$ cat src/design/pdc_pkg.sv
// Package with register map, field layout and shared types of the channel
package pdc_pkg;

	// ==========================================================
	// Register byte offsets
	// ==========================================================
	localparam logic [5:0] PDC_RX_PTR_OFS   = 6'h00;
	localparam logic [5:0] PDC_RX_CNT_OFS   = 6'h04;
	localparam logic [5:0] PDC_TX_PTR_OFS   = 6'h08;
	localparam logic [5:0] PDC_TX_CNT_OFS   = 6'h0c;
	localparam logic [5:0] PDC_RX_NPTR_OFS  = 6'h10;
	localparam logic [5:0] PDC_RX_NCNT_OFS  = 6'h14;
	localparam logic [5:0] PDC_TX_NPTR_OFS  = 6'h18;
	localparam logic [5:0] PDC_TX_NCNT_OFS  = 6'h1c;
	localparam logic [5:0] PDC_CTRL_OFS     = 6'h20;
	localparam logic [5:0] PDC_STAT_OFS     = 6'h24;
	localparam logic [5:0] PDC_FLAG_OFS     = 6'h28;
	localparam logic [5:0] PDC_MODE_OFS     = 6'h2c;

	// ==========================================================
	// Field positions
	// ==========================================================
	localparam int PDC_CTRL_RXON_BIT  = 0;
	localparam int PDC_CTRL_RXOFF_BIT = 1;
	localparam int PDC_CTRL_TXON_BIT  = 8;
	localparam int PDC_CTRL_TXOFF_BIT = 9;
	localparam int PDC_STAT_RX_TRIGGER_ENABLE_BIT  = 0;
	localparam int PDC_STAT_TX_TRIGGER_ENABLE_BIT  = 8;
	localparam int PDC_FLAG_RECEIVE_SEGMENT_DONE_BIT = 0;
	localparam int PDC_FLAG_TRANSMIT_SEGMENT_DONE_BIT = 1;
	localparam int PDC_FLAG_RXBF_BIT  = 2;
	localparam int PDC_FLAG_TXBE_BIT  = 3;
	localparam int PDC_MODE_HALF_BIT  = 0;
	localparam int PDC_MODE_DIRTX_BIT = 1;
	localparam int PDC_MODE_SIZE_LSB  = 4;

	// ==========================================================
	// Widths, reset values and encodings
	// ==========================================================
	localparam int PDC_PTR_W = 32;
	localparam int PDC_CNT_W = 16;
	localparam logic [31:0] PDC_ZERO32 = 32'h0000_0000;
	localparam logic [15:0] PDC_ZERO16 = 16'h0000;
	localparam logic [15:0] PDC_ONE16  = 16'h0001;
	localparam logic [1:0] PDC_RESP_OKAY   = 2'h0;
	localparam logic [1:0] PDC_RESP_SLVERR = 2'h2;

	// Item size: pointer steps 1, 2 or 4 bytes
	typedef enum logic [1:0]
	{
		PDC_SZ_BYTE = 2'h0,
		PDC_SZ_HALF = 2'h1,
		PDC_SZ_WORD = 2'h2
	} pdc_size_e;

	// One pointer/counter set
	typedef struct packed
	{
		logic [31:0] ptr;
		logic [15:0] cnt;
	} pdc_set_s;

	// Memory-side request of the bus matrix port
	typedef struct packed
	{
		logic        req;
		logic        wr;
		logic [31:0] addr;
		logic [31:0] wdata;
		pdc_size_e   size;
	} pdc_mreq_s;

endpackage

$ cat src/design/pdc_dir.sv
// One direction of the channel: current/next sets, reload and end flags
module pdc_dir
	import pdc_pkg::*;
(
	input  wire logic      mclk,
	input  wire logic      sys_rst,
	input  wire logic      enable,
	input  wire logic      wrCur,
	input  wire logic      wrNext,
	input  wire logic      selPtr,
	input  wire logic [31:0] wdata,
	input  wire logic      step,
	input  wire pdc_pkg::pdc_size_e size,
	output pdc_pkg::pdc_set_s curSet,
	output pdc_pkg::pdc_set_s nextSet,
	output logic           active,
	output logic           endFlag,
	output logic           bufFlag
);
	import pdc_pkg::*;

	// ==========================================================
	// State
	// ==========================================================
	typedef struct packed
	{
		pdc_set_s cur;      // Current set
		pdc_set_s nxt;      // Next set
		logic     endF;     // Segment done
		logic     bufF;     // Both sets drained
	} pdc_dir_s;

	pdc_dir_s  st_q;            // Registered state
	pdc_dir_s  st_d;            // Next state
	logic [31:0] stepBytes;     // Pointer increment
	logic        hitZero;       // Last item of the current set moves now

	// A flag set by the last item beats a clear written in the same cycle
	assign hitZero = step && enable && (st_q.cur.cnt == PDC_ONE16);

	// Step size by item width
	always_comb
	begin
		case (size)
			PDC_SZ_BYTE: stepBytes = 32'h0000_0001;
			PDC_SZ_HALF: stepBytes = 32'h0000_0002;
			default:     stepBytes = 32'h0000_0004;
		endcase
	end

	// Next-state logic; a software write in the same cycle as a step wins
	// for the written field so a rewritten pointer is used from then on
	always_comb
	begin
		st_d = st_q;
		if (step && enable && (st_q.cur.cnt != PDC_ZERO16))
		begin
			st_d.cur.ptr = st_q.cur.ptr + stepBytes;
			st_d.cur.cnt = st_q.cur.cnt - PDC_ONE16;
			if (st_q.cur.cnt == PDC_ONE16)
			begin
				st_d.endF = 1'b1;
				if (st_q.nxt.cnt != PDC_ZERO16)
				begin
					st_d.cur = st_q.nxt;
					st_d.nxt = {PDC_ZERO32, PDC_ZERO16};
				end
				else
				begin
					st_d.bufF = 1'b1;
				end
			end
		end
		// Software writes to the sets
		if (wrCur)
		begin
			if (selPtr)
				st_d.cur.ptr = wdata;
			else
			begin
				st_d.cur.cnt = wdata[15:0];
				if ((wdata[15:0] != PDC_ZERO16) && !hitZero)
				begin
					st_d.endF = 1'b0;
					st_d.bufF = 1'b0;
				end
			end
		end
		if (wrNext)
		begin
			if (selPtr)
				st_d.nxt.ptr = wdata;
			else
			begin
				st_d.nxt.cnt = wdata[15:0];
				if ((wdata[15:0] != PDC_ZERO16) && !hitZero)
				begin
					st_d.endF = 1'b0;
					st_d.bufF = 1'b0;
				end
			end
		end
	end

	// State register
	always_ff @(posedge mclk)
	begin
		if (sys_rst)
			st_q <= '0;
		else
			st_q <= st_d;
	end

	assign curSet  = st_q.cur;
	assign nextSet = st_q.nxt;
	// Zero counter halts the direction
	assign active  = enable && (st_q.cur.cnt != PDC_ZERO16);
	assign endFlag = st_q.endF;
	assign bufFlag = st_q.bufF;

endmodule

$ cat src/design/pdc_channel.sv
// Peripheral DMA channel top: AXI4-Lite registers, transfer sequencer
// Notes on behaviour
// - Each direction has current and next sets
// - Four pointers, four counters for duplex peripherals
// - Half duplex: program only one direction
// - Remaining counts readable at any time
// - On/off bits; status shows direction enables
// - Pointer steps 1, 2 or 4 bytes
// - Rewritten pointer used from next item
// - Items decrement current; next counter untouched
// - Both counters zero: stop, set end
// - Next nonzero: reload current, zero next
// - Receive end flag when current reaches zero
// - Receive full only when both zero
// - Transmit end flag when current reaches zero
// - Transmit empty only when both zero
// - Receive ready: read holding, write memory
// - Transmit ready: fetch memory, write holding
// - Peripheral clock needed for transfers, access
// - Half duplex uses transmit or receive sets
// - Nonzero receive count write clears end
// - Nonzero transmit count write clears flags
//
// Decided for this implementation: the register addresses and register access over AXI4-Lite.
module pdc_channel
	import pdc_pkg::*;
(
	input  wire logic             mclk,
	input  wire logic             sys_rst,
	// AXI4-Lite slave
	input  wire logic [5:0]       s_axi_awaddr,
	input  wire logic             s_axi_awvalid,
	output logic                  s_axi_awready,
	input  wire logic [31:0]      s_axi_wdata,
	input  wire logic [3:0]       s_axi_wstrb,
	input  wire logic             s_axi_wvalid,
	output logic                  s_axi_wready,
	output logic [1:0]            s_axi_bresp,
	output logic                  s_axi_bvalid,
	input  wire logic             s_axi_bready,
	input  wire logic [5:0]       s_axi_araddr,
	input  wire logic             s_axi_arvalid,
	output logic                  s_axi_arready,
	output logic [31:0]           s_axi_rdata,
	output logic [1:0]            s_axi_rresp,
	output logic                  s_axi_rvalid,
	input  wire logic             s_axi_rready,
	// Serial peripheral side
	input  wire logic             periphClkOn,
	input  wire logic             rxReady,
	input  wire logic             txReady,
	input  wire logic [31:0]      rxHoldData,
	output logic [31:0]           txHoldData,
	output logic                  txHoldWrite,
	output logic                  rxHoldRead,
	output logic                  rxSegmentDone,
	output logic                  txSegmentDone,
	output logic                  rxBuffersFull,
	output logic                  txBuffersEmpty,
	// Bus matrix side
	output pdc_pkg::pdc_mreq_s    memReq,
	input  wire logic             memGrant,
	input  wire logic             memDone,
	input  wire logic [31:0]      memRdata
);
	import pdc_pkg::*;

	// ==========================================================
	// State
	// ==========================================================
	typedef enum { ST_IDLE, ST_RX_REQ, ST_RX_MEM, ST_TX_REQ,
		ST_TX_MEM, ST_TX_HOLD } pdc_seq_e;

	typedef struct packed
	{
		logic        awSeen;    // Write address held
		logic [5:0]  awAddr;
		logic        wSeen;     // Write data held
		logic [31:0] wData;
		logic [3:0]  wStrb;
		logic        bValid;
		logic [1:0]  bResp;
		logic        rValid;
		logic [31:0] rData;
		logic [1:0]  rResp;
		logic        rxOn;      // Receive direction enabled
		logic        txOn;      // Transmit direction enabled
		logic        halfDup;   // Single bidirectional channel
		logic        dirTx;     // Half duplex operating direction
		pdc_size_e   size;
		logic        rxPend;    // Receive ready latched
		logic        txPend;    // Transmit ready latched
		logic [31:0] buffer;    // Internal data holding
		logic        txWr;
		logic        rxRd;
		pdc_mreq_s   mreq;
	} pdc_top_s;

	pdc_top_s    st_q;           // Registered state
	pdc_top_s    st_d;           // Next state
	pdc_seq_e    seq_q;          // Sequencer state
	pdc_seq_e    seq_d;
	pdc_set_s    rxCur;
	pdc_set_s    rxNxt;
	pdc_set_s    txCur;
	pdc_set_s    txNxt;
	logic        rxActive;
	logic        txActive;
	logic        rxEnd;
	logic        txEnd;
	logic        rxFull;
	logic        txEmpty;
	logic        doWrite;        // Both write channels in hand
	logic [31:0] wrMerged;       // Write data after strobes
	logic        rxStep;
	logic        txStep;
	logic        wrRxC;
	logic        wrRxN;
	logic        wrTxC;
	logic        wrTxN;
	logic        selPtr;
	logic        rxEnEff;        // Receive enable seen by datapath
	logic        txEnEff;
	logic [31:0] rdMux;
	logic        rdHit;
	logic        wrHit;

	// Register writes need the peripheral clock running
	assign doWrite = st_q.awSeen && st_q.wSeen && !st_q.bValid;
	assign wrMerged = {st_q.wStrb[3] ? st_q.wData[31:24] : 8'h00,
		st_q.wStrb[2] ? st_q.wData[23:16] : 8'h00,
		st_q.wStrb[1] ? st_q.wData[15:8] : 8'h00,
		st_q.wStrb[0] ? st_q.wData[7:0] : 8'h00};
	assign selPtr = !st_q.awAddr[2];
	// Half duplex locks programming to the operating direction
	assign wrRxC = doWrite && periphClkOn && !(st_q.halfDup && st_q.dirTx)
		&& (st_q.awAddr == PDC_RX_PTR_OFS || st_q.awAddr == PDC_RX_CNT_OFS);
	assign wrRxN = doWrite && periphClkOn && !(st_q.halfDup && st_q.dirTx)
		&& (st_q.awAddr == PDC_RX_NPTR_OFS
		|| st_q.awAddr == PDC_RX_NCNT_OFS);
	assign wrTxC = doWrite && periphClkOn && !(st_q.halfDup && !st_q.dirTx)
		&& (st_q.awAddr == PDC_TX_PTR_OFS || st_q.awAddr == PDC_TX_CNT_OFS);
	assign wrTxN = doWrite && periphClkOn && !(st_q.halfDup && !st_q.dirTx)
		&& (st_q.awAddr == PDC_TX_NPTR_OFS
		|| st_q.awAddr == PDC_TX_NCNT_OFS);
	// Half duplex serves only its current direction
	assign rxEnEff = st_q.rxOn && periphClkOn
		&& !(st_q.halfDup && st_q.dirTx);
	assign txEnEff = st_q.txOn && periphClkOn
		&& !(st_q.halfDup && !st_q.dirTx);

	// ==========================================================
	// Direction datapaths
	// ==========================================================
	// Receive sets
	pdc_dir u_rx
	(
		.mclk    (mclk),
		.sys_rst (sys_rst),
		.enable  (rxEnEff),
		.wrCur   (wrRxC),
		.wrNext  (wrRxN),
		.selPtr  (selPtr),
		.wdata   (wrMerged),
		.step    (rxStep),
		.size    (st_q.size),
		.curSet  (rxCur),
		.nextSet (rxNxt),
		.active  (rxActive),
		.endFlag (rxEnd),
		.bufFlag (rxFull)
	);

	// Transmit sets
	pdc_dir u_tx
	(
		.mclk    (mclk),
		.sys_rst (sys_rst),
		.enable  (txEnEff),
		.wrCur   (wrTxC),
		.wrNext  (wrTxN),
		.selPtr  (selPtr),
		.wdata   (wrMerged),
		.step    (txStep),
		.size    (st_q.size),
		.curSet  (txCur),
		.nextSet (txNxt),
		.active  (txActive),
		.endFlag (txEnd),
		.bufFlag (txEmpty)
	);

	// ==========================================================
	// Read multiplexer
	// ==========================================================
	// Counters read live, even mid-transfer
	always_comb
	begin
		rdHit = 1'b1;
		rdMux = PDC_ZERO32;
		case (s_axi_araddr)
			PDC_RX_PTR_OFS:  rdMux = rxCur.ptr;
			PDC_RX_CNT_OFS:  rdMux = {PDC_ZERO16, rxCur.cnt};
			PDC_TX_PTR_OFS:  rdMux = txCur.ptr;
			PDC_TX_CNT_OFS:  rdMux = {PDC_ZERO16, txCur.cnt};
			PDC_RX_NPTR_OFS: rdMux = rxNxt.ptr;
			PDC_RX_NCNT_OFS: rdMux = {PDC_ZERO16, rxNxt.cnt};
			PDC_TX_NPTR_OFS: rdMux = txNxt.ptr;
			PDC_TX_NCNT_OFS: rdMux = {PDC_ZERO16, txNxt.cnt};
			PDC_CTRL_OFS:    rdMux = PDC_ZERO32; // Write-only
			PDC_STAT_OFS:
			begin
				rdMux[PDC_STAT_RX_TRIGGER_ENABLE_BIT] = st_q.rxOn;
				rdMux[PDC_STAT_TX_TRIGGER_ENABLE_BIT] = st_q.txOn;
			end
			PDC_FLAG_OFS:
			begin
				rdMux[PDC_FLAG_RECEIVE_SEGMENT_DONE_BIT] = rxEnd;
				rdMux[PDC_FLAG_TRANSMIT_SEGMENT_DONE_BIT] = txEnd;
				rdMux[PDC_FLAG_RXBF_BIT]  = rxFull;
				rdMux[PDC_FLAG_TXBE_BIT]  = txEmpty;
			end
			PDC_MODE_OFS:
			begin
				rdMux[PDC_MODE_HALF_BIT]  = st_q.halfDup;
				rdMux[PDC_MODE_DIRTX_BIT] = st_q.dirTx;
				rdMux[PDC_MODE_SIZE_LSB +: 2] = st_q.size;
			end
			default:         rdHit = 1'b0;
		endcase
		// Without the peripheral clock registers cannot be reached
		if (!periphClkOn)
			rdHit = 1'b0;
	end

	assign wrHit = periphClkOn && (st_q.awAddr <= PDC_MODE_OFS)
		&& (st_q.awAddr[1:0] == 2'h0);

	// ==========================================================
	// Next-state logic: bus slave, control and sequencer
	// ==========================================================
	always_comb
	begin
		st_d = st_q;
		seq_d = seq_q;
		rxStep = 1'b0;
		txStep = 1'b0;
		st_d.txWr = 1'b0;
		st_d.rxRd = 1'b0;
		// Write channels taken in either order
		if (s_axi_awvalid && !st_q.awSeen)
		begin
			st_d.awSeen = 1'b1;
			st_d.awAddr = s_axi_awaddr;
		end
		if (s_axi_wvalid && !st_q.wSeen)
		begin
			st_d.wSeen = 1'b1;
			st_d.wData = s_axi_wdata;
			st_d.wStrb = s_axi_wstrb;
		end
		if (doWrite)
		begin
			st_d.bValid = 1'b1;
			st_d.bResp = wrHit ? PDC_RESP_OKAY : PDC_RESP_SLVERR;
			if (wrHit && st_q.awAddr == PDC_CTRL_OFS)
			begin
				// Off wins over on when both are written
				if (wrMerged[PDC_CTRL_RXON_BIT])
					st_d.rxOn = 1'b1;
				if (wrMerged[PDC_CTRL_RXOFF_BIT])
					st_d.rxOn = 1'b0;
				if (wrMerged[PDC_CTRL_TXON_BIT])
					st_d.txOn = 1'b1;
				if (wrMerged[PDC_CTRL_TXOFF_BIT])
					st_d.txOn = 1'b0;
			end
			if (wrHit && st_q.awAddr == PDC_MODE_OFS)
			begin
				st_d.halfDup = wrMerged[PDC_MODE_HALF_BIT];
				st_d.dirTx = wrMerged[PDC_MODE_DIRTX_BIT];
				st_d.size = pdc_size_e'(wrMerged[PDC_MODE_SIZE_LSB +: 2]);
			end
		end
		if (st_q.bValid && s_axi_bready)
		begin
			st_d.bValid = 1'b0;
			st_d.awSeen = 1'b0;
			st_d.wSeen = 1'b0;
		end
		// Read channel
		if (s_axi_arvalid && !st_q.rValid)
		begin
			st_d.rValid = 1'b1;
			st_d.rData = rdHit ? rdMux : PDC_ZERO32;
			st_d.rResp = rdHit ? PDC_RESP_OKAY : PDC_RESP_SLVERR;
		end
		else if (st_q.rValid && s_axi_rready)
			st_d.rValid = 1'b0;
		// Ready strobes count only while the direction runs
		if (rxReady && rxActive)
			st_d.rxPend = 1'b1;
		if (txReady && txActive)
			st_d.txPend = 1'b1;
		// Sequencer: receive first, then transmit
		case (seq_q)
			ST_IDLE:
			begin
				if (st_q.rxPend && rxActive)
				begin
					seq_d = ST_RX_REQ;
					st_d.buffer = rxHoldData;
					st_d.rxRd = 1'b1;
					st_d.rxPend = rxReady && rxActive;
				end
				else if (st_q.txPend && txActive)
				begin
					seq_d = ST_TX_REQ;
					st_d.txPend = txReady && txActive;
				end
				else
				begin
					st_d.rxPend = st_d.rxPend && rxActive;
					st_d.txPend = st_d.txPend && txActive;
				end
			end
			ST_RX_REQ:
			begin
				st_d.mreq = '{1'b1, 1'b1, rxCur.ptr, st_q.buffer,
					st_q.size};
				if (memGrant && st_q.mreq.req)
					seq_d = ST_RX_MEM;
			end
			ST_RX_MEM:
			begin
				if (memDone)
				begin
					st_d.mreq.req = 1'b0;
					rxStep = 1'b1;
					seq_d = ST_IDLE;
				end
			end
			ST_TX_REQ:
			begin
				st_d.mreq = '{1'b1, 1'b0, txCur.ptr, PDC_ZERO32,
					st_q.size};
				if (memGrant && st_q.mreq.req)
					seq_d = ST_TX_MEM;
			end
			ST_TX_MEM:
			begin
				if (memDone)
				begin
					st_d.mreq.req = 1'b0;
					st_d.buffer = memRdata;
					seq_d = ST_TX_HOLD;
				end
			end
			ST_TX_HOLD:
			begin
				st_d.txWr = 1'b1;
				txStep = 1'b1;
				seq_d = ST_IDLE;
			end
			default: seq_d = ST_IDLE;
		endcase
	end

	// ==========================================================
	// State registers
	// ==========================================================
	always_ff @(posedge mclk)
	begin
		if (sys_rst)
		begin
			st_q <= '0;
			seq_q <= ST_IDLE;
		end
		else
		begin
			st_q <= st_d;
			seq_q <= seq_d;
		end
	end

	// ==========================================================
	// Outputs
	// ==========================================================
	assign s_axi_awready = !st_q.awSeen;
	assign s_axi_wready  = !st_q.wSeen;
	assign s_axi_bvalid  = st_q.bValid;
	assign s_axi_bresp   = st_q.bResp;
	assign s_axi_arready = !st_q.rValid;
	assign s_axi_rvalid  = st_q.rValid;
	assign s_axi_rdata   = st_q.rData;
	assign s_axi_rresp   = st_q.rResp;
	assign txHoldData    = st_q.buffer;
	assign txHoldWrite   = st_q.txWr;
	assign rxHoldRead    = st_q.rxRd;
	// Flags go to the peripheral, which raises its own interrupt
	assign rxSegmentDone  = rxEnd;
	assign txSegmentDone  = txEnd;
	assign rxBuffersFull  = rxFull;
	assign txBuffersEmpty = txEmpty;
	assign memReq         = st_q.mreq;

endmodule

$ cat config.mk
export PLATFORM = sky130hd
export DESIGN_NAME = pdc_channel
export DESIGN_NICKNAME = d
export VERILOG_FILES = /design/src/design/pdc_pkg.sv /design/src/design/pdc_dir.sv /design/src/design/pdc_channel.sv
export SDC_FILE = /design/constraint.sdc
export NUM_CORES = 1
export LEC_CHECK = 0
export BUFFER_PORTS_ARGS = -buffer_cell sky130_fd_sc_hd__buf_2
export CORE_MARGIN = 5
export CORE_UTILIZATION = 55
export CTS_CLUSTER_SIZE = 40
export DETAILED_ROUTE_END_ITERATION = 16
export PLACE_DENSITY = 0.76
export SLEW_MARGIN = 20
export SYNTH_ARGS = -nofsm -noshare
export SYNTH_HDL_FRONTEND = slang
export SYNTH_HIERARCHICAL = 1
export SYNTH_SLANG_ARGS = --single-unit
export TNS_END_PERCENT = 1
$ cat constraint.sdc
create_clock -name mclk -period 7.8 [get_ports mclk]
set_input_delay 1.56 -clock mclk [delete_from_list [all_inputs] [get_ports mclk]]
set_output_delay 1.56 -clock mclk [all_outputs]
set_load 0.05 [all_outputs]
==> After elaboration in Yosys (flattened, before gate mapping) <==
Index checks and enable logic that the tools add are counted.
{ "word_totals": {"regBits": 420, "latchBits": 0, "ramBits": 0, "mem_bits_ro": 0, "in_bits": 124, "elab_cells": 235, "n_memories": 0} }
{ "op_classes": {"add_sub_neg": 4, "mul": 0, "div_mod_pow": 0, "n_lt_le_gt_ge": 1, "n_eq_ne": 35, "shifts": 0, "muxes": 75, "n_bitwise": 1, "reduce_logical": 81} }
{ "op_table": {"columns": ["cell", "n"], "rows": [
  ["$mux W32", 13],
  ["$mux W98", 4],
  ["$mux W96", 2],
  ["$pmux W23 S8", 1],
  ["$pmux W32 S5", 1],
  ["$pmux W67 S2", 1],
  ["$mux W50", 2],
  ["$mux W48", 2],
  ["$reduce_bool A16 Y1", 5],
  ["$eq A32 B2 Y1 const B", 2],
  ["$eq A32 B3 Y1 const B", 2],
  ["$pmux W32 S2", 1],
  ["$eq A6 B5 Y1 const B", 8],
  ["$logic_and A1 B1 Y1", 41],
  ["$eq A6 B6 Y1 const B", 6],
  ["$mux W18", 2],
  ["$pmux W2 S9", 2],
  ["$add A32 B3 Y32", 1],
  ["$add A32 B32 Y32", 1],
  ["$eq A16 B1 Y1 const B", 2],
  ["$eq A32 B1 Y1 const B", 1],
  ["$logic_not A32 Y1", 1],
  ["$mux W16", 2],
  ["$mux W8", 4],
  ["other kinds (27)", 90]
]} }

==> Depth between registers and ports, before layout <==
Gate-level depths: netlist of run 1.
{ "depth": {"word_depth": 14, "depth_mapped": 12, "ltp_nobuf": 10} }

==> Cells and area by module <==
Netlist of run 1, hierarchy kept.
{ "by_module_without_submodules": {"columns": ["mod", "n_inst", "cells_each", "area_per_inst_um2"], "rows": [
  ["pdc_channel", 1, 1228, 10387.5],
  ["pdc_dir (u_tx)", 1, 710, 5441.5],
  ["pdc_dir (u_rx)", 1, 693, 5398.9]
]} }

==> Least setup slack after synthesis of run 1 <==
No wires, ideal clock.
{ "synth_timing": {"path_type": "input port to flip-flop", "start": "in periphClkOn", "end": "reg u_rx.st_q, in the netlist u_rx/curSet[41]", "setup_ns": 0.086, "arrival_ns": 3.295, "setup_slack_ns": 4.420, "path_stages": 7, "path_buffers": 2, "path_cell_list": "nand3_1 > nor4b_1 > and2_0 > clkbuf_1 > clkbuf_1 > a21oi_1 > a211oi_1"} }
{ "synth_via": {"elab_cells_between_ends": 10, "cone_classes": "mux (3); reduce/logical (7)"} }
{ "synth_lines": {"columns": ["element", "line", "source"], "rows": [
  ["start: declaration", "pdc_channel.sv:49", "input wire logic periphClkOn,"],
  ["$logic_and A1 B1 Y1 (2 in a row)", "pdc_channel.sv:136", "assign wrRxC = doWrite && periphClkOn && !(st_q.halfDup && st_q.dirTx)"],
  ["$logic_and A1 B1 Y1", "pdc_channel.sv:137", "&& (st_q.awAddr == PDC_RX_PTR_OFS || st_q.awAddr == PDC_RX_CNT_OFS);"],
  ["net wrRxC", "pdc_channel.sv:117", "logic wrRxC;"],
  ["$mux W48", "pdc_dir.sv:75", "if (wrCur)"],
  ["end signal: assignment", "pdc_dir.sv:111", "st_q <= st_d;"],
  ["end: declaration", "pdc_dir.sv:33", "pdc_dir_s st_q;"]
]} }
The timed path passes the listed nets, and every way through them passes these cells.
A chain may end at the register's enable or synchronous reset.

==> Worst setup path after layout of run 1 <==
{ "layout_timing": {"start": "in periphClkOn", "end": "reg u_tx.st_q, in the netlist u_tx/endFlag"} }
{ "layout_via": {"elab_cells_between_ends": 18, "cone_classes": "mux (7); reduce/logical (11)"} }
{ "layout_lines": {"columns": ["element", "line", "source"], "rows": [
  ["$logic_and A1 B1 Y1 (2 in a row)", "pdc_channel.sv:143", "assign wrTxN = doWrite && periphClkOn && !(st_q.halfDup && !st_q.dirTx)"],
  ["$logic_and A1 B1 Y1", "pdc_channel.sv:144", "&& (st_q.awAddr == PDC_TX_NPTR_OFS"],
  ["net wrTxN", "pdc_channel.sv:120", "logic wrTxN;"],
  ["$mux W50", "pdc_dir.sv:89", "if (wrNext)"],
  ["end signal: assignment", "pdc_dir.sv:111", null],
  ["end: declaration", "pdc_dir.sv:33", null]
]} }
The timed path passes the listed nets, and every way through them passes these cells.

==> flow_metrics.env, run 1 <==
export IMPL_drv_cap=0
export IMPL_dp_hpwl_um=54570
export IMPL_met3_length_um=7909
export IMPL_rows=72
export IMPL_drc=0
export IMPL_overflow=0
export IMPL_ioPinCount=271
export IMPL_cts_root_buf="clkbuf_16"
export IMPL_met1_length_um=29750
export IMPL_p_int_mw=3.323
export IMPL_portBuffers=268
export IMPL_cts_buffer_depth=3
export IMPL_skew_ns=0.01840
export IMPL_r2r_end="u_tx/nextSet[21]"
export IMPL_pwr_share_seq_pct=46.6
export IMPL_wire_per_inst_um=24.57
export IMPL_die_area_sq_mm=0.04263
export IMPL_postCtsHoldBufs=0
export IMPL_max_freq_ghz=0.2730
export IMPL_grt_pass1_vias=19840
export IMPL_grt_pass1_wl_um=117700
export IMPL_p_sw_share_pct=23.77
export IMPL_antenna_found_initial=4
export IMPL_dr_pass1_iters=10
export IMPL_cts_buffers=44
export IMPL_pwr_share_comb_pct=4.9
export IMPL_synth_cell_type_count=89
export IMPL_worstPathMaxFanout=17
export IMPL_arrival_ns=4.14
export IMPL_drtIter0Drc=2660
export IMPL_slew_headroom_pct=25.12
export IMPL_ctsResizeCount=0
export IMPL_cts_clk_slew_worst_paths_ns=0.06
export IMPL_insertion_delay_ns=0.59
export IMPL_rsz0062_at_grt="no"
export IMPL_whs_path_depth=2
export IMPL_synth_area_sq_mm=0.02123
export IMPL_layout_cells_most_common_list="dfxtp_1 (388), nand2_1 (297), nor2_1 (289)"
export IMPL_grt_total_usage_pct=35.39
export IMPL_whs_ns=0.4464
export IMPL_syn_to_final_growth_pct=8.758
export IMPL_postRouteWirelength_um=78360
export IMPL_crit_top_cell="nor2_1"
export IMPL_synth_edff_count=0
export IMPL_required_ns=8.28
export IMPL_maxSlewViolCount=0
export IMPL_drtAntennaViolNets=0
export IMPL_timing_rr_start="u_tx/curSet[7]"
export IMPL_synth_main_ff_cell="dfxtp_1"
export IMPL_r2r_setup_slack_ns=4.33
export IMPL_routabilityCongestion=1.039
export IMPL_grt_max_degree=162
export IMPL_min_path_type="reg2reg"
export IMPL_tightestPinTransition_ns=1.121
export IMPL_synth_seq_cells=389
export IMPL_endpoint="u_tx/endFlag"
export IMPL_final_common_cell="dfxtp_1"
export IMPL_finalNetCount=2776
export IMPL_yosys_warnings=6
export IMPL_final_hold_viol_count=0
export IMPL_num_vias=21010
export IMPL_drive_gt1_share_pct=16.03
export IMPL_period_needed_ns=3.663
export IMPL_start_util_pct=55.31
export IMPL_synth_area_per_cell_sq_um=8.068
export IMPL_power_density_mw_per_mm2=188.8
export IMPL_ctsHtreeMaxLevel=2
export IMPL_core_sq_mm=0.03838
export IMPL_top_layer="met5"
export IMPL_p_leak_nw=8.503
export IMPL_fp_dieW_um=206.5
export IMPL_synthArstFlopShare_pct=0
export IMPL_critPathLaunch="periphClkOn"
export IMPL_syn_inst=2631
export IMPL_cts_tree="built"
export IMPL_tns_ns=0
export IMPL_cts_setup_buffers=0
export IMPL_routed_via_density=6.589
export IMPL_slowest_stage="nor2b_1"
export IMPL_status="finished, final reports clean"
export IMPL_slowest_delay_ns=0.92
export IMPL_crit_type="in2reg"
export IMPL_seq_area_frac_synth_pct=36.69
export IMPL_crit_chain="buf_2, nand3_1, nor2_1, and4_1, nor2b_1, o21ai_0, a21oi_1, nor2_1, o21a_1"
export IMPL_period_share_pct=46.96
export IMPL_worstSetupEndpointType="flip-flop"
export IMPL_die_h_um=206.5
export IMPL_peakVddDrop_mv=0.1522
export IMPL_dr_wl_met2_um=34050
export IMPL_setup_violations=0
export IMPL_power_switching_mw=1.036
export IMPL_p_clk_share_pct=48.5
export IMPL_cp_start_kind="primary input"
export IMPL_cts_num_sinks=389
export IMPL_reg2reg_depth=6
==> cell type report <==
cell class | count | area [sq um]
Clock buffer | 66 | 1294
Fill cell | 3426 | 15290
Antenna cell | 1 | 2.502
Clock inverter | 11 | 162.7
Inverter | 21 | 78.83
Multi-Input combinational cell | 1880 | 11480
Timing Repair Buffer | 303 | 1634
Sequential cell | 389 | 7789
Tap cell | 518 | 648.1
==> worst min path at each step <==
| stage | start | endpoint |
|---|---|---|
| 2_1_floorplan | s_axi_rdata[10] | s_axi_rdata[10] |
| 3_3_place_gp | s_axi_rdata[6] | s_axi_rdata[6] |
| 3_5_place_dp | memReq[11] | memReq[11] |
| 4_1_cts | memReq[11] | memReq[11] |
| 5_1_grt | memReq[12] | memReq[12] |
| 6_report | memReq[11] | memReq[11] |
==> sequential cells by signal, summed over array words and instances, names as in the netlist <==
signal	count
u_rx/bufFlag	1
s_axi_rdata	32
u_rx/nextSet	48
txHoldData	32
u_tx/nextSet	48
st_q	52
rxHoldRead	1
memReq	68
s_axi_rresp	1
s_axi_rvalid	1
u_rx/endFlag	1
u_tx/endFlag	1
u_tx/bufFlag	1
txHoldWrite	1
u_tx/curSet	48
u_rx/curSet	48
seq_q	3
s_axi_bresp	1
s_axi_bvalid	1
==> Yosys cell counts, drive strengths merged (21+ instances only) <==
library cell / n / area, sq um
nand4: 31 / 193.9
o21ai: 108 / 540.5
nor4: 55 / 365.3
nor2: 292 / 1115
a211oi: 103 / 778.2
a22oi: 101 / 763.2
a21oi: 205 / 1033
a21o: 30 / 225.2
buf: 204 / 1428
dfxtp: 389 / 7787
nand3b: 37 / 277.8
inv: 21 / 78.83
and2: 56 / 352.8
clkbuf: 138 / 519.2
nand3: 49 / 245.2
nand2: 297 / 1115
nor3: 44 / 236.5
mux2i: 92 / 920.9
==> layer usage <==
layer | GRT usage, % | up-vias
li1 | - | 9443
met1 | 44.11 | 9889
met2 | 54.53 | 1314
met3 | 7.971 | 365
met4 | 24.10 | 2
met5 | 0 | -
==> power groups by stage <==
stage | combinational (mW) | sequential, mW | clock [mW]
floorplan | 0.134 | 2.06 | 0
global placement | 0.205 | 2.07 | 0
detailed placement | 0.208 | 2.07 | 0
CTS | 0.210 | 2.03 | 2.12
global route | 0.230 | 2.03 | 2.21
finish | 0.215 | 2.03 | 2.11
==> critical path, delay by kind of cell <==
family,cells,cell delay (ns)
compound gates,3,0.54
buf+inv,1,0.21
simple gates,5,1.82
==> stage by stage <==
stage	cells	setup WS [ns]	utilization (%)	total power, mW	instance area (sq um)
2_1_floorplan	2632	4.420	-	2.198	21230
3_3_place_gp	3109	3.497	56.26	2.278	21590
3_5_place_dp	3110	3.672	56.33	2.282	21620
4_1_cts	3187	4.270	60.12	4.363	23070
5_1_grt	3189	3.948	60.16	4.474	23090
6_report	3189	4.137	60.16	4.359	23090
==> cell families (layout without fill, tap and decap cells) <==
group                      after synthesis  count (layout)  synth area share (%)
AOI/OAI and AO/OA                      744             744                 23.46
xor gates and xnor gates                35              35                 1.444
adders and majority gates               13              13                0.8370
buffers and inverters                  363             401                 9.543
DFF                                    389             389                 36.69
muxes                                  113             113                 5.823
other                                    1               3               0.01767
and+or+nand+nor                        973             973                 22.19
(Power assumes the default switching activity.)
==> run 2: changes to the inputs <==
Clock period 7.8 ns to 3.5 ns, I/O delays scaled along.
==> flow_metrics.env, run 2 (same netlist as run 1, synthesis figures left out) <==
export IMPL_reg2reg_depth=8
export IMPL_tns_ns=0
export IMPL_rsz0062_at_grt="no"
export IMPL_whs_path_depth=2
export IMPL_pwr_share_seq_pct=47.0
export IMPL_finalNetCount=2827
export IMPL_maxSlewViolCount=0
export IMPL_core_sq_mm=0.03838
export IMPL_cp_num_cells=8
export IMPL_rows=72
export IMPL_r2r_setup_slack_ns=0.33
export IMPL_whs_ns=0.3455
export IMPL_cts_setup_buffers=0
export IMPL_p_int_mw=7.288
export IMPL_grt_total_usage_pct=36.58
export IMPL_worstPathMaxFanout=9
export IMPL_max_freq_ghz=0.3154
export IMPL_r2r_end="u_rx/curSet[39]"
export IMPL_slowest_delay_ns=0.71
export IMPL_status="finished, final reports clean"
export IMPL_fp_dieW_um=206.5
export IMPL_fill_cells=3440
export IMPL_drtAntennaViolNets=0
export IMPL_layout_cells_most_common_list="dfxtp_1 (388), nand2_1 (297), nor2_1 (289)"
export IMPL_cp_buffers_inverters=0
export IMPL_grt_pass1_vias=19620
export IMPL_power_switching_mw=2.351
export IMPL_p_clk_share_pct=47.8
export IMPL_multi_input_area_sq_mm=0.01145
export IMPL_setup_violations=0
export IMPL_crit_family="compound AO/OA/AOI/OAI gates"
export IMPL_routed_via_density=6.596
export IMPL_crit_top_cell="a211o_1"
export IMPL_cts_num_sinks=389
export IMPL_ioPinCount=271
export IMPL_largest_register_ffs=68
export IMPL_worst_slack_ns=0.3295
export IMPL_insertion_delay_ns=0.59
export IMPL_overflow=0
export IMPL_tightestPinTransition_ns=1.031
export IMPL_period_needed_ns=3.171
export IMPL_drtIter0Drc=2686
export IMPL_arrival_ns=3.68
export IMPL_p_leak_nw=8.780
export IMPL_worstSetupEndpointType="flip-flop"
export IMPL_min_path_type="in2reg"
export IMPL_cts_root_buf="clkbuf_16"
export IMPL_cts_tree="built"
export IMPL_cp_start_kind="flip-flop"
export IMPL_num_vias=21400
export IMPL_cts_clk_slew_worst_paths_ns=0.06
export IMPL_ctsResizeCount=0
export IMPL_portBuffers=268
export IMPL_power_density_mw_per_mm2=410.2
export IMPL_postRouteWirelength_um=81770
export IMPL_p_sw_share_pct=24.39
export IMPL_die_area_sq_mm=0.04263
export IMPL_grt_pass1_wl_um=120300
export IMPL_start_util_pct=55.31
export IMPL_crit_chain="nor2b_1, ha_1, nand3_1, a211o_1, nor4b_1, o21ai_0, a211o_1, a21oi_1"
export IMPL_grt_max_degree=102
export IMPL_cts_buffer_depth=3
export IMPL_die_h_um=206.5
export IMPL_cts_buffers=42
export IMPL_crit_type="reg2reg"
export IMPL_slowest_stage="dfxtp_1"
export IMPL_routabilityCongestion=1.084
export IMPL_slew_headroom_pct=31.27
export IMPL_dr_pass1_iters=7
export IMPL_antenna_found_initial=3
export IMPL_drc=0
export IMPL_skew_ns=0.02135
export IMPL_drive_gt1_share_pct=17.77
export IMPL_final_hold_viol_count=0
export IMPL_peakVddDrop_mv=0.3886
export IMPL_drv_cap=0
export IMPL_min_from="s_axi_wvalid"
export IMPL_postCtsHoldBufs=0
export IMPL_required_ns=4.01
export IMPL_syn_to_final_growth_pct=10.70
export IMPL_whs_endpoint="st_q[184]"
export IMPL_dpl_worst_slack_ns=0.5232
export IMPL_timing_rr_start="st_q[105]"
export IMPL_pwr_share_comb_pct=5.3
export IMPL_final_common_cell="dfxtp_1"
export IMPL_seq_area_sq_mm=0.007789
export IMPL_ctsHtreeMaxLevel=2
export IMPL_wire_per_inst_um=25.20
export IMPL_period_share_pct=90.59
export IMPL_dp_hpwl_um=58210
==> run 2: changes by cell type in the layout (fill, tap and decap cells not counted), sizes merged <==
cell,before,now
clkbuf,66,56
clkinv,5,14
diode,1,2
clkinvlp,1,2
inv,23,24
buf,303,356
==> run 2: how the worst max path moves through the flow <==
stage | slack (ns) | from | to
global route | 0.26 | st_q[105] | u_rx/curSet[39]
floorplan | 0.87 | s_axi_bvalid | u_rx/curSet[41]
CTS | 0.49 | st_q[105] | u_rx/curSet[39]
detailed placement | 0.52 | st_q[105] | u_rx/curSet[39]
finish | 0.33 | st_q[105] | u_rx/curSet[39]
global placement | 0.56 | periphClkOn | u_tx/endFlag
==> run 2: power by group through the flow <==
stage                     Combinational [mW]  Sequential (mW)  Clock (mW)
after floorplan                        0.299             4.60           0
after global placement                 0.487             4.62           0
after detailed placement               0.493             4.62           0
after CTS                              0.496             4.52        4.65
after global routing                   0.540             4.53        4.83
final                                  0.507             4.53        4.61
==> run 2: cell type report <==
type                       count  share of cell area (%)
timing repair buffer         356                   8.988
tap                          518                   2.758
sequential                   389                   33.15
multi-input combinational   1880                   48.73
inverter                      21                  0.3354
antenna                        2                 0.02130
clock buffer                  56                   5.085
clock inverter                22                  0.9371
==> run 2: stage by stage <==
stage               util, %  std cells  total power [mW]  instance area, sq um
floorplan                 -       2632             4.899                 21230
global placement      57.53       3164             5.107                 22080
detailed placement    57.53       3164             5.115                 22080
CTS                   61.22       3242             9.668                 23490
global route          61.22       3242             9.900                 23490
finish                61.23       3244             9.639                 23500
==> run 2: metal layers <==
metal  share of wire, %  GRT usage, %
met5              0.038             0
met4                7.4         24.07
met3                 10         6.747
met2                 44         56.87
met1                 38         46.43
